## src/rtl/gtm_pkg.sv

```systemverilog
package gtm_pkg;

    // ************************************************
    // Widths
    // ************************************************
    localparam int CNT_W = 16;
    localparam int BYTE_W = 8;
    localparam int ADDR_W = 8;
    localparam int DATA_W = 32;
    localparam int IDX_W = 6;

    // ************************************************
    // Register indices (byte address is four times the index)
    // ************************************************
    localparam logic [IDX_W-1:0] IDX_TIMER_STATUS_CONTROL = 6'h10;
    localparam logic [IDX_W-1:0] IDX_COUNTER_HIGH = 6'h11;
    localparam logic [IDX_W-1:0] IDX_COUNTER_LOW = 6'h12;
    localparam logic [IDX_W-1:0] IDX_MODULO_LIMIT_HIGH = 6'h13;
    localparam logic [IDX_W-1:0] IDX_MODULO_LIMIT_LOW = 6'h14;
    localparam logic [IDX_W-1:0] IDX_CHANNEL0_STATUS_CONTROL = 6'h15;
    localparam logic [IDX_W-1:0] IDX_CHANNEL0_VALUE_HIGH = 6'h16;
    localparam logic [IDX_W-1:0] IDX_CHANNEL0_VALUE_LOW = 6'h17;

    // ************************************************
    // Field positions
    // ************************************************
    localparam int FLAG_BIT = 7;
    localparam int IRQ_ENABLE_BIT = 6;
    localparam int CENTER_SELECT_BIT = 5;
    localparam int MODE_B_BIT = 5;
    localparam int MODE_A_BIT = 4;
    localparam int EDGE_LEVEL_HI_BIT = 3;
    localparam int EDGE_LEVEL_LO_BIT = 2;

    // ************************************************
    // Reset values and codes
    // ************************************************
    localparam logic [CNT_W-1:0] MODULO_RESET = 16'h0000;
    localparam logic [CNT_W-1:0] COUNT_RESET = 16'h0000;
    localparam logic [CNT_W-1:0] VALUE_RESET = 16'h0000;
    localparam logic [1:0] EDGE_LEVEL_OFF = 2'h0;
    localparam logic [1:0] EDGE_LEVEL_01 = 2'h1;
    localparam logic [1:0] EDGE_LEVEL_10 = 2'h2;
    localparam logic [1:0] EDGE_LEVEL_11 = 2'h3;
    localparam logic [1:0] RESP_OKAY = 2'h0;
    localparam logic [1:0] RESP_SLVERR = 2'h2;
    localparam int FLAG_NUM = 2;
    localparam int FLAG_OVERFLOW = 0;
    localparam int FLAG_CHANNEL0 = 1;

    typedef enum logic [3:0] {
        GTM_MODE_CAPTURE = 4'b0001,
        GTM_MODE_COMPARE = 4'b0010,
        GTM_MODE_EDGE_PWM = 4'b0100,
        GTM_MODE_CENTER_PWM = 4'b1000
    } gtm_mode_t;

    typedef struct packed {
        logic irq_enable;
        logic mode_b;
        logic mode_a;
        logic [1:0] edge_level;
    } gtm_ch_ctrl_t;

    typedef struct packed {
        logic level;
        logic enable_n;
    } gtm_pin_drive_t;

endpackage : gtm_pkg

```

## src/rtl/gtm_counter.sv

```systemverilog
`timescale 1ns/1ns
`default_nettype none

module gtm_counter #(
    parameter int CNT_W = 16
) (
    // Clock and reset
    input wire logic clk_in,
    input wire logic arst_n_in,
    // Control
    input wire logic clear_in,
    input wire logic center_in,
    input wire logic [CNT_W-1:0] modulo_in,
    // Status
    output logic [CNT_W-1:0] count_out,
    output logic down_out,
    output logic wrap_out
);

    if (CNT_W < 2 || CNT_W > 32) begin : g_bad_width
        $error("gtm_counter: CNT_W must lie between 2 and 32");
    end

    logic [CNT_W-1:0] cnt_ff;
    logic down_ff;
    logic [CNT_W-1:0] top;
    logic at_top;

    // A zero limit means the counter spans its whole range
    assign top = (modulo_in == '0) ? '1 : modulo_in;
    assign at_top = (cnt_ff == top);

    // Up mode wraps at the limit; center mode turns around there
    assign wrap_out = !clear_in && !down_ff && at_top;

    always_ff @(posedge clk_in or negedge arst_n_in) begin
        if (!arst_n_in) begin
            cnt_ff <= '0;
            down_ff <= 1'b0;
        end else if (clear_in) begin
            cnt_ff <= '0;
            down_ff <= 1'b0;
        end else if (!center_in) begin
            down_ff <= 1'b0;
            cnt_ff <= at_top ? '0 : cnt_ff + 1'b1;
        end else if (!down_ff) begin
            if (at_top) begin
                down_ff <= 1'b1;
                cnt_ff <= cnt_ff - 1'b1;
            end else begin
                cnt_ff <= cnt_ff + 1'b1;
            end
        end else if (cnt_ff == '0) begin
            down_ff <= 1'b0;
            cnt_ff <= cnt_ff + 1'b1;
        end else begin
            cnt_ff <= cnt_ff - 1'b1;
        end
    end

    assign count_out = cnt_ff;
    assign down_out = down_ff;

endmodule : gtm_counter

`default_nettype wire

```

## src/rtl/gtm_top.sv

```systemverilog
// Function
// RQ1 - Up mode wraps to zero, sets overflow flag
// RQ2 - Center mode counts down after limit, flags
// RQ3 - Half-written limit suppresses overflow flag and request
// RQ4 - Reset limit zero gives free-running counter
// RQ5 - Sixteen-bit limit split high and low bytes
// RQ6 - Software writes limit after overflow or reset
// RQ7 - Capture edge on pin sets event flag
// RQ8 - Compare or edge PWM match sets flag
// RQ9 - Center PWM flags on every match
// RQ10 - Request when flag set and enable one
// RQ11 - Clear flag by read-while-set then zero write
// RQ12 - New event restarts clear sequence, keeps flag
// RQ13 - Writing one to flag ignored; reset clears
// RQ14 - Bit six enables channel interrupt, reset clear
// RQ15 - Mode B selects edge PWM outside center
// RQ16 - Mode A picks capture or compare
// RQ17 - Edge/level picks edge, compare level, polarity
// RQ18 - Edge/level zero releases pin to GPIO
// RQ19 - Capture on rising, falling or both edges
// RQ20 - Compare: software only, toggle, clear, set
`timescale 1ns/1ns
`default_nettype none

module gtm_top
    import gtm_pkg::*;
(
    // Clock and reset
    input wire logic CLK_IN,
    input wire logic ARST_N_IN,
    // AXI4-Lite write address
    input wire logic [gtm_pkg::ADDR_W-1:0] AWADDR_IN,
    input wire logic AWVALID_IN,
    output logic AWREADY_OUT,
    // AXI4-Lite write data
    input wire logic [gtm_pkg::DATA_W-1:0] WDATA_IN,
    input wire logic [3:0] WSTRB_IN,
    input wire logic WVALID_IN,
    output logic WREADY_OUT,
    // AXI4-Lite write response
    output logic [1:0] BRESP_OUT,
    output logic BVALID_OUT,
    input wire logic BREADY_IN,
    // AXI4-Lite read address
    input wire logic [gtm_pkg::ADDR_W-1:0] ARADDR_IN,
    input wire logic ARVALID_IN,
    output logic ARREADY_OUT,
    // AXI4-Lite read data
    output logic [gtm_pkg::DATA_W-1:0] RDATA_OUT,
    output logic [1:0] RRESP_OUT,
    output logic RVALID_OUT,
    input wire logic RREADY_IN,
    // Channel 0 pin
    input wire logic CH0_PIN_IN,
    output logic CH0_PIN_OUT,
    output logic CH0_PIN_OE_N_OUT,
    // Interrupt requests
    output logic OVF_IRQ_OUT,
    output logic CH0_IRQ_OUT
);

    import gtm_pkg::*;

    // ************************************************
    // Declarations
    // ************************************************
    logic aw_got_ff;
    logic w_got_ff;
    logic [ADDR_W-1:0] aw_addr_ff;
    logic [BYTE_W-1:0] w_byte_ff;
    logic w_lane_ff;
    logic bvalid_ff;
    logic [1:0] bresp_ff;
    logic rvalid_ff;
    logic [DATA_W-1:0] rdata_ff;
    logic [1:0] rresp_ff;

    logic ovf_ie_ff;
    logic center_ff;
    logic [BYTE_W-1:0] mod_hi_ff;
    logic [BYTE_W-1:0] mod_lo_ff;
    logic mod_wait_lo_ff;
    logic mod_wait_hi_ff;
    gtm_ch_ctrl_t ch_ctrl_ff;
    logic [CNT_W-1:0] ch_val_ff;
    logic pin_prev_ff;
    gtm_pin_drive_t pin_ff;
    gtm_pin_drive_t nxt_pin;

    logic [FLAG_NUM-1:0] flag_ff;
    logic [FLAG_NUM-1:0] armed_ff;
    logic [FLAG_NUM-1:0] flag_set;
    logic [FLAG_NUM-1:0] flag_arm;
    logic [FLAG_NUM-1:0] flag_zero_wr;

    logic aw_take;
    logic w_take;
    logic wr_fire;
    logic ar_take;
    logic [IDX_W-1:0] wr_idx;
    logic [IDX_W-1:0] rd_idx;
    logic wr_aligned;
    logic rd_aligned;
    logic wr_hit;
    logic rd_hit;
    logic [BYTE_W-1:0] rd_byte;

    logic cnt_clear;
    logic [CNT_W-1:0] cnt;
    logic cnt_down;
    logic cnt_wrap;
    logic mod_pending;
    gtm_mode_t mode;
    logic match;
    logic rise;
    logic fall;
    logic cap_event;

    // ************************************************
    // AXI4-Lite slave
    // ************************************************
    // Address and data are taken in either order; the response waits for both
    assign AWREADY_OUT = !aw_got_ff && !bvalid_ff;
    assign WREADY_OUT = !w_got_ff && !bvalid_ff;
    assign aw_take = AWVALID_IN && AWREADY_OUT;
    assign w_take = WVALID_IN && WREADY_OUT;
    assign wr_fire = aw_got_ff && w_got_ff && !bvalid_ff;
    assign ARREADY_OUT = !rvalid_ff;
    assign ar_take = ARVALID_IN && ARREADY_OUT;

    assign wr_idx = aw_addr_ff[ADDR_W-1:2];
    assign rd_idx = ARADDR_IN[ADDR_W-1:2];
    assign wr_aligned = (aw_addr_ff[1:0] == 2'h0);
    assign rd_aligned = (ARADDR_IN[1:0] == 2'h0);
    assign wr_hit = wr_aligned && (wr_idx >= IDX_TIMER_STATUS_CONTROL)
        && (wr_idx <= IDX_CHANNEL0_VALUE_LOW);
    assign rd_hit = rd_aligned && (rd_idx >= IDX_TIMER_STATUS_CONTROL)
        && (rd_idx <= IDX_CHANNEL0_VALUE_LOW);

    always_ff @(posedge CLK_IN or negedge ARST_N_IN) begin
        if (!ARST_N_IN) begin
            aw_got_ff <= 1'b0;
            aw_addr_ff <= '0;
        end else if (aw_take) begin
            aw_got_ff <= 1'b1;
            aw_addr_ff <= AWADDR_IN;
        end else if (wr_fire) begin
            aw_got_ff <= 1'b0;
        end
    end

    always_ff @(posedge CLK_IN or negedge ARST_N_IN) begin
        if (!ARST_N_IN) begin
            w_got_ff <= 1'b0;
            w_byte_ff <= '0;
            w_lane_ff <= 1'b0;
        end else if (w_take) begin
            w_got_ff <= 1'b1;
            w_byte_ff <= WDATA_IN[BYTE_W-1:0];
            w_lane_ff <= WSTRB_IN[0];
        end else if (wr_fire) begin
            w_got_ff <= 1'b0;
        end
    end

    always_ff @(posedge CLK_IN or negedge ARST_N_IN) begin
        if (!ARST_N_IN) begin
            bvalid_ff <= 1'b0;
            bresp_ff <= RESP_OKAY;
        end else if (wr_fire) begin
            bvalid_ff <= 1'b1;
            bresp_ff <= wr_hit ? RESP_OKAY : RESP_SLVERR;
        end else if (BREADY_IN) begin
            bvalid_ff <= 1'b0;
        end
    end

    // Only byte lane 0 carries register data; other lanes are ignored
    logic wr_en;
    assign wr_en = wr_fire && wr_hit && w_lane_ff;

    always_comb begin
        rd_byte = '0;
        unique case (rd_idx)
            IDX_TIMER_STATUS_CONTROL: begin
                rd_byte[FLAG_BIT] = flag_ff[FLAG_OVERFLOW];
                rd_byte[IRQ_ENABLE_BIT] = ovf_ie_ff;
                rd_byte[CENTER_SELECT_BIT] = center_ff;
            end
            IDX_COUNTER_HIGH: rd_byte = cnt[CNT_W-1:BYTE_W];
            IDX_COUNTER_LOW: rd_byte = cnt[BYTE_W-1:0];
            IDX_MODULO_LIMIT_HIGH: rd_byte = mod_hi_ff;
            IDX_MODULO_LIMIT_LOW: rd_byte = mod_lo_ff;
            IDX_CHANNEL0_STATUS_CONTROL: begin
                rd_byte[FLAG_BIT] = flag_ff[FLAG_CHANNEL0];
                rd_byte[IRQ_ENABLE_BIT] = ch_ctrl_ff.irq_enable;
                rd_byte[MODE_B_BIT] = ch_ctrl_ff.mode_b;
                rd_byte[MODE_A_BIT] = ch_ctrl_ff.mode_a;
                rd_byte[EDGE_LEVEL_HI_BIT:EDGE_LEVEL_LO_BIT] = ch_ctrl_ff.edge_level;
            end
            IDX_CHANNEL0_VALUE_HIGH: rd_byte = ch_val_ff[CNT_W-1:BYTE_W];
            IDX_CHANNEL0_VALUE_LOW: rd_byte = ch_val_ff[BYTE_W-1:0];
            default: rd_byte = '0;
        endcase
    end

    always_ff @(posedge CLK_IN or negedge ARST_N_IN) begin
        if (!ARST_N_IN) begin
            rvalid_ff <= 1'b0;
            rdata_ff <= '0;
            rresp_ff <= RESP_OKAY;
        end else if (ar_take) begin
            rvalid_ff <= 1'b1;
            rdata_ff <= rd_hit ? {{(DATA_W-BYTE_W){1'b0}}, rd_byte} : '0;
            rresp_ff <= rd_hit ? RESP_OKAY : RESP_SLVERR;
        end else if (RREADY_IN) begin
            rvalid_ff <= 1'b0;
        end
    end

    assign BVALID_OUT = bvalid_ff;
    assign BRESP_OUT = bresp_ff;
    assign RVALID_OUT = rvalid_ff;
    assign RDATA_OUT = rdata_ff;
    assign RRESP_OUT = rresp_ff;

    // ************************************************
    // Timer control and modulo limit
    // ************************************************
    always_ff @(posedge CLK_IN or negedge ARST_N_IN) begin
        if (!ARST_N_IN) begin
            ovf_ie_ff <= 1'b0;
            center_ff <= 1'b0;
        end else if (wr_en && wr_idx == IDX_TIMER_STATUS_CONTROL) begin
            ovf_ie_ff <= w_byte_ff[IRQ_ENABLE_BIT];
            center_ff <= w_byte_ff[CENTER_SELECT_BIT];
        end
    end

    always_ff @(posedge CLK_IN or negedge ARST_N_IN) begin
        if (!ARST_N_IN) begin
            mod_hi_ff <= MODULO_RESET[CNT_W-1:BYTE_W]; // [RQ4]
            mod_lo_ff <= MODULO_RESET[BYTE_W-1:0]; // [RQ4]
        end else if (wr_en && wr_idx == IDX_MODULO_LIMIT_HIGH) begin
            mod_hi_ff <= w_byte_ff; // [RQ5]
        end else if (wr_en && wr_idx == IDX_MODULO_LIMIT_LOW) begin
            mod_lo_ff <= w_byte_ff; // [RQ5]
        end
    end

    // Each byte write waits for its partner; the partner closes the pair
    always_ff @(posedge CLK_IN or negedge ARST_N_IN) begin
        if (!ARST_N_IN) begin
            mod_wait_lo_ff <= 1'b0;
            mod_wait_hi_ff <= 1'b0;
        end else if (wr_en && wr_idx == IDX_MODULO_LIMIT_HIGH) begin
            mod_wait_lo_ff <= !mod_wait_hi_ff; // [RQ3]
            mod_wait_hi_ff <= 1'b0;
        end else if (wr_en && wr_idx == IDX_MODULO_LIMIT_LOW) begin
            mod_wait_hi_ff <= !mod_wait_lo_ff; // [RQ3]
            mod_wait_lo_ff <= 1'b0;
        end
    end

    assign mod_pending = mod_wait_lo_ff || mod_wait_hi_ff;

    // Writing either counter byte restarts the count, which is how software
    // avoids doubt about the first overflow after a new limit
    assign cnt_clear = wr_en && (wr_idx == IDX_COUNTER_HIGH || wr_idx == IDX_COUNTER_LOW); // [RQ6]

    gtm_counter #(
        .CNT_W(CNT_W)
    ) u_counter (
        .clk_in(CLK_IN),
        .arst_n_in(ARST_N_IN),
        .clear_in(cnt_clear),
        .center_in(center_ff), // [RQ2]
        .modulo_in({mod_hi_ff, mod_lo_ff}), // [RQ1] [RQ4]
        .count_out(cnt),
        .down_out(cnt_down),
        .wrap_out(cnt_wrap)
    );

    // ************************************************
    // Channel 0 control and value
    // ************************************************
    always_ff @(posedge CLK_IN or negedge ARST_N_IN) begin
        if (!ARST_N_IN) begin
            ch_ctrl_ff <= '0; // [RQ14]
        end else if (wr_en && wr_idx == IDX_CHANNEL0_STATUS_CONTROL) begin
            ch_ctrl_ff.irq_enable <= w_byte_ff[IRQ_ENABLE_BIT]; // [RQ14]
            ch_ctrl_ff.mode_b <= w_byte_ff[MODE_B_BIT];
            ch_ctrl_ff.mode_a <= w_byte_ff[MODE_A_BIT];
            ch_ctrl_ff.edge_level <= w_byte_ff[EDGE_LEVEL_HI_BIT:EDGE_LEVEL_LO_BIT]; // [RQ17]
        end
    end

    always_comb begin
        if (center_ff) begin
            mode = GTM_MODE_CENTER_PWM;
        end else if (ch_ctrl_ff.mode_b) begin
            mode = GTM_MODE_EDGE_PWM; // [RQ15]
        end else if (ch_ctrl_ff.mode_a) begin
            mode = GTM_MODE_COMPARE; // [RQ16]
        end else begin
            mode = GTM_MODE_CAPTURE; // [RQ16]
        end
    end

    // Pin is sampled as a synchronous input; the edge detector needs one stage
    always_ff @(posedge CLK_IN or negedge ARST_N_IN) begin
        if (!ARST_N_IN) begin
            pin_prev_ff <= 1'b0;
        end else begin
            pin_prev_ff <= CH0_PIN_IN;
        end
    end

    assign rise = CH0_PIN_IN && !pin_prev_ff;
    assign fall = !CH0_PIN_IN && pin_prev_ff;

    always_comb begin
        unique case (ch_ctrl_ff.edge_level)
            EDGE_LEVEL_01: cap_event = rise; // [RQ19]
            EDGE_LEVEL_10: cap_event = fall; // [RQ19]
            EDGE_LEVEL_11: cap_event = rise || fall; // [RQ19]
            default: cap_event = 1'b0; // [RQ18]
        endcase
        if (mode != GTM_MODE_CAPTURE) begin
            cap_event = 1'b0;
        end
    end

    // A capture outranks a software write landing in the same cycle
    always_ff @(posedge CLK_IN or negedge ARST_N_IN) begin
        if (!ARST_N_IN) begin
            ch_val_ff <= VALUE_RESET;
        end else if (cap_event) begin
            ch_val_ff <= cnt;
        end else if (wr_en && wr_idx == IDX_CHANNEL0_VALUE_HIGH) begin
            ch_val_ff[CNT_W-1:BYTE_W] <= w_byte_ff;
        end else if (wr_en && wr_idx == IDX_CHANNEL0_VALUE_LOW) begin
            ch_val_ff[BYTE_W-1:0] <= w_byte_ff;
        end
    end

    assign match = (cnt == ch_val_ff) && !cnt_clear;

    // ************************************************
    // Channel 0 pin drive
    // ************************************************
    always_comb begin
        nxt_pin.level = pin_ff.level;
        nxt_pin.enable_n = (ch_ctrl_ff.edge_level == EDGE_LEVEL_OFF)
            || (mode == GTM_MODE_CAPTURE); // [RQ18]
        unique case (mode)
            GTM_MODE_COMPARE: begin
                if (match) begin
                    unique case (ch_ctrl_ff.edge_level)
                        EDGE_LEVEL_01: nxt_pin.level = !pin_ff.level; // [RQ20]
                        EDGE_LEVEL_10: nxt_pin.level = 1'b0; // [RQ20]
                        EDGE_LEVEL_11: nxt_pin.level = 1'b1; // [RQ20]
                        default: nxt_pin.level = pin_ff.level; // [RQ20]
                    endcase
                end
            end
            GTM_MODE_EDGE_PWM: begin
                // Period starts at the wrap; the match ends the active part
                if (cnt_wrap || cnt_clear) begin
                    nxt_pin.level = !ch_ctrl_ff.edge_level[0]; // [RQ17]
                end
                if (match) begin
                    nxt_pin.level = ch_ctrl_ff.edge_level[0]; // [RQ17]
                end
            end
            GTM_MODE_CENTER_PWM: begin
                if (match) begin
                    nxt_pin.level = cnt_down ^ ch_ctrl_ff.edge_level[0]; // [RQ17]
                end
            end
            default: nxt_pin.level = pin_ff.level;
        endcase
    end

    always_ff @(posedge CLK_IN or negedge ARST_N_IN) begin
        if (!ARST_N_IN) begin
            pin_ff <= '{level: 1'b0, enable_n: 1'b1};
        end else begin
            pin_ff <= nxt_pin;
        end
    end

    assign CH0_PIN_OUT = pin_ff.level;
    assign CH0_PIN_OE_N_OUT = pin_ff.enable_n;

    // ************************************************
    // Event flags with read-then-write-zero clearing
    // ************************************************
    assign flag_set[FLAG_OVERFLOW] = cnt_wrap && !mod_pending; // [RQ1] [RQ2] [RQ3]
    assign flag_set[FLAG_CHANNEL0] = cap_event // [RQ7]
        || (match && mode != GTM_MODE_CAPTURE); // [RQ8] [RQ9]

    assign flag_arm[FLAG_OVERFLOW] = ar_take && rd_hit && rd_idx == IDX_TIMER_STATUS_CONTROL;
    assign flag_arm[FLAG_CHANNEL0] = ar_take && rd_hit && rd_idx == IDX_CHANNEL0_STATUS_CONTROL;
    assign flag_zero_wr[FLAG_OVERFLOW] = wr_en && wr_idx == IDX_TIMER_STATUS_CONTROL
        && !w_byte_ff[FLAG_BIT];
    assign flag_zero_wr[FLAG_CHANNEL0] = wr_en && wr_idx == IDX_CHANNEL0_STATUS_CONTROL
        && !w_byte_ff[FLAG_BIT];

    for (genvar i = 0; i < FLAG_NUM; i++) begin : g_flag
        always_ff @(posedge CLK_IN or negedge ARST_N_IN) begin
            if (!ARST_N_IN) begin
                flag_ff[i] <= 1'b0; // [RQ13]
                armed_ff[i] <= 1'b0;
            end else if (flag_set[i]) begin
                // A fresh event wins and forces software to read again
                flag_ff[i] <= 1'b1; // [RQ12]
                armed_ff[i] <= 1'b0; // [RQ12]
            end else if (flag_zero_wr[i] && armed_ff[i]) begin
                flag_ff[i] <= 1'b0; // [RQ11]
                armed_ff[i] <= 1'b0;
            end else if (flag_arm[i] && flag_ff[i]) begin
                armed_ff[i] <= 1'b1; // [RQ11]
            end
        end
    end

    // ************************************************
    // Interrupt requests
    // ************************************************
    // Only the overflow request is gated by the pending limit, so a half-written limit cannot raise it
    assign OVF_IRQ_OUT = flag_ff[FLAG_OVERFLOW] && ovf_ie_ff && !mod_pending; // [RQ3]
    assign CH0_IRQ_OUT = flag_ff[FLAG_CHANNEL0] && ch_ctrl_ff.irq_enable; // [RQ10]

endmodule : gtm_top

`default_nettype wire

```

## config.mk

```make
export PLATFORM = sky130hd
export DESIGN_NAME = gtm_top
export DESIGN_NICKNAME = d
export VERILOG_FILES = /design/src/rtl/gtm_pkg.sv /design/src/rtl/gtm_counter.sv /design/src/rtl/gtm_top.sv
export SDC_FILE = /design/constraint.sdc
export NUM_CORES = 1
export LEC_CHECK = 0
export BUFFER_PORTS_ARGS = -buffer_cell sky130_fd_sc_hd__clkbuf_2
export CAP_MARGIN = 20
export CORE_UTILIZATION = 50
export DETAILED_ROUTE_END_ITERATION = 10
export PLACE_DENSITY = 0.8
export SLEW_MARGIN = 25
export SYNTH_ARGS = -nofsm -noshare
export SYNTH_HDL_FRONTEND = slang
export SYNTH_SLANG_ARGS = --single-unit
```

## constraint.sdc

```tcl
create_clock -name CLK_IN -period 6.7 [get_ports CLK_IN]
set_clock_uncertainty 0.05 [all_clocks]
set_input_delay 0 -clock CLK_IN [delete_from_list [all_inputs] [get_ports CLK_IN]]
set_output_delay 0 -clock CLK_IN [all_outputs]
set_load 0.1 [all_outputs]
```

==> results by group <==
CTS
  • H-tree Lvls: 3
  • Root buf cell: clkbuf_16
  • CTS max path bufs: 2
  • Clk Latency, worst-skew pair: 0.35 ns
  • TritonCTS clock tree: built
  • Setup Buffers After CTS: 0
  • Num CTS Buffers: 9
  • CTS sink count: 96
  • Clk slew on worst S/H paths: 0.07 ns

Worst setup path
  • Worst EP required: 6.88 ns
  • Critical path's largest stage delay: 0.53 ns
  • Crit path launch type: register
  • Critical path cell sequence: nor4_1 > nand2_1 > or2_1 > a221oi_2 > and4bb_4 > and2_4 > a21oi_1 > a221o_1 > a21oi_1
  • CP most frequent cell: a21oi_1
  • Kind of critical path: reg2reg
  • Crit. End Element: register
  • CP Max Fanout: 13
  • Data arrival, critical path: 3.55 ns
  • Slowest stage cell, crit path: or2_1

Synthesis
  • Cell taking the most area after synthesis: dfrtp_1
  • EDFF count, synth: 0
  • Synth Cell Area: 0.00631 mm²
  • Ys flop type: dfrtp_1
  • Syn Inst Count: 691
  • Count leader, synth: dfrtp_1
  • Register area share after synthesis: 38.1%
  • Yosys warnings: 0
  • Yosys reg bits: 96
  • Asr flop ratio synth: 100%
  • Number of library cell types mapped by synthesis: 69
  • Syn Area/Cell: 9.13 µm²
  • Most frequent cells after synthesis: dfrtp_1, nor2_1, nand2_1, a21oi_1, mux2_2
  • Largest cells by area after synthesis: dfrtp_1, mux2_2, mux2i_1
  • Yosys top cell area share: 37.7%

Routing
  • Initial drt markers: 659
  • DR vias/cell: 6.10
  • Via count: 5530
  • TritonRoute pass-1 iters: 5
  • Post-route DRC: 0
  • Routed len/inst: 19.3 µm
  • Post-route ant nets: 0
  • WL final: 17.5 mm

Placed design
  • Setup Slack @ Placement: 3.44 ns
  • Hpwl dp: 12.2 mm
  • Post-DP Area: 0.00650 mm²
  • RePlAce Congestion: 0.927
  • Port Buf Inserts: 51

Global routing
  • Total gr overflow: 0
  • Largest net degree at the start of global routing: 83
  • Initial antenna violation count: 0
  • Total GRT Usage: 28.3%
  • Vias in the first global route: 5389
  • First-pass GRT wire length: 28.2 mm

Hold path
  • Worst Hold Class: in2reg

Flow run
  • Max_cap viols: 0

Pwr
  • Clk pwr share: 22.8%
  • Internal power: 0.00125 W
  • Peak VDD IR: 0.449 mV
  • Sw Pwr: 0.000990 W
  • Comb power frac: 35.7%
  • PD cells: 318 mW/mm²
  • Net Sw Frac: 44.2%
  • Leakage: 3.25 nW
  • Sequential Power Share: 41.5%

Floorplan
  • Die area: 0.0131 mm²
  • Die X: 114 µm
  • Initial core utilization: 51.9%
  • # IOs: 105
  • Die Span Y: 114 µm
  • Core Region: 0.0122 mm²
  • FP Rows: 40

Finish
  • Final Net Count: 803
  • Layout cells sized above 1: 17.6%
  • Multi-input logic area: 0.00350 mm²
  • Fill cell total of the finished layout: 1057
  • Syn-to-layout area delta: 11.6%
  • Final core occ: 57.9%
  • Post-route cell area: 0.00704 mm²
  • Sequential Area: 0.00240 mm²
  • Diodes inserted: 0

STA
  • Hold Slack: 0.0386 ns
  • Tcrit/Tclk final: 50.3%
  • Max-slew headroom: 30.3%
  • Setup violators final: 0
  • Fin worst setup slack: 3.33 ns
  • Setup TNS: 0 ns
  • Fin crit period: 3.37 ns
  • Endpoints failing hold: 0
  • Worst-Margin Slew: 1.04 ns
  • RSZ-0062 raised after global routing: false
  • F_max: 297 MHz
  • Slew Viols, Final: 0

Run status
  • Outcome: complete, no violations
-- worst paths after layout --
path                                   start                      to  slack [ns]  cells after the start
worst min-delay path            ARADDR_IN[0]            RRESP_OUT[1]        0.04                      4
max in group asynchronous          ARST_N_IN            w_byte_ff[3]        5.47                      3
worst max-delay path            mod_lo_ff[2]  u_counter.count_out[7]        3.33                      9
worst max register to register  mod_lo_ff[2]  u_counter.count_out[7]        3.33                      9
min in group asynchronous          ARST_N_IN            mod_lo_ff[2]        0.32                      3
worst min register to register  RDATA_OUT[3]            RDATA_OUT[3]        0.45                      1
-- layout by cell type, fill, tap and decap left out, types with 21 or more instances in the layout --
| cell | instances |
|---|---|
| mux2i_1 | 24 |
| xor2_1 | 27 |
| a21oi_1 | 43 |
| mux2_2 | 39 |
| clkbuf_2 | 50 |
| nor2_1 | 61 |
| inv_1 | 28 |
| conb_1 | 26 |
| dlygate4sd3_1 | 24 |
| dfrtp_1 | 95 |
| and3_1 | 21 |
| nand2_1 | 57 |
-- metrics by stage --
stage	total power, W	std cells
after global placement	0.00167	867
after CTS	0.00223	907
after detailed placement	0.00170	867
after global routing	0.00235	907
after floorplan	0.00153	716
final	0.00224	907
-- worst max-delay path: cells and delay by family, from the launching register on --
family             cells  cell delay [ns]
and+or+nand+nor        5             1.61
AOI/OAI and AO/OA      4             1.08
DFF                    1             0.49
-- sequential cells by signal (all words and copies together), names as in the netlist, 2 cells and up --
name / flops
flag_ff: 2
mod_lo_ff: 8
armed_ff: 2
RDATA_OUT: 8
aw_addr_ff: 8
ch_ctrl_ff: 5
ch_val_ff: 16
u_counter.count_out: 16
mod_hi_ff: 8
w_byte_ff: 8
-- layout make-up --
type	instances	area share, %
clock buffer	10	3.25
clock inverter	6	0.853
inverter	28	1.49
multi-input combinational	520	49.7
sequential	96	34.2
tap	168	2.99
timing repair buffer	79	7.56
-- kinds of logic after synthesis --
kind of cell / Yosys count / synth area share (%)
other: 1 / 0.0595
xor gates and xnor gates: 37 / 5.14
and+or+nand+nor: 234 / 19.1
adders and majority gates: 9 / 1.79
AOI/OAI and AO/OA: 149 / 16.2
muxes: 65 / 11.5
buffers and inverters: 100 / 8.03
DFF: 96 / 38.1
-- metal layers --
layer | vias up | global-route usage, % | share of wire, %
li1 | 2520 | - | -
met1 | 2638 | 37.5 | 41
met2 | 328 | 45.4 | 46
met3 | 44 | 6.30 | 10
met4 | 0 | 11.1 | 2.5
met5 | - | 0 | 0
-- timing repair --
| action | 4_1_cts | 5_1_grt |
|---|---|---|
| hold buffers | 24 | 0 |
| gates resized for setup | 0 | 0 |
| endpoints found under the setup margin | 0 | 0 |
| endpoints found under the hold margin | 36 | 0 |
-- power groups by stage --
stage	Clock (W)	Sequential [W]	Combinational [W]
5_1_grt	0.000541	0.000947	0.000862
3_5_place_dp	0	0.000930	0.000773
4_1_cts	0.000522	0.000919	0.000787
6_report	0.000510	0.000929	0.000800
3_3_place_gp	0	0.000918	0.000748
2_1_floorplan	0	0.000828	0.000702
(Power assumes the default switching activity.)
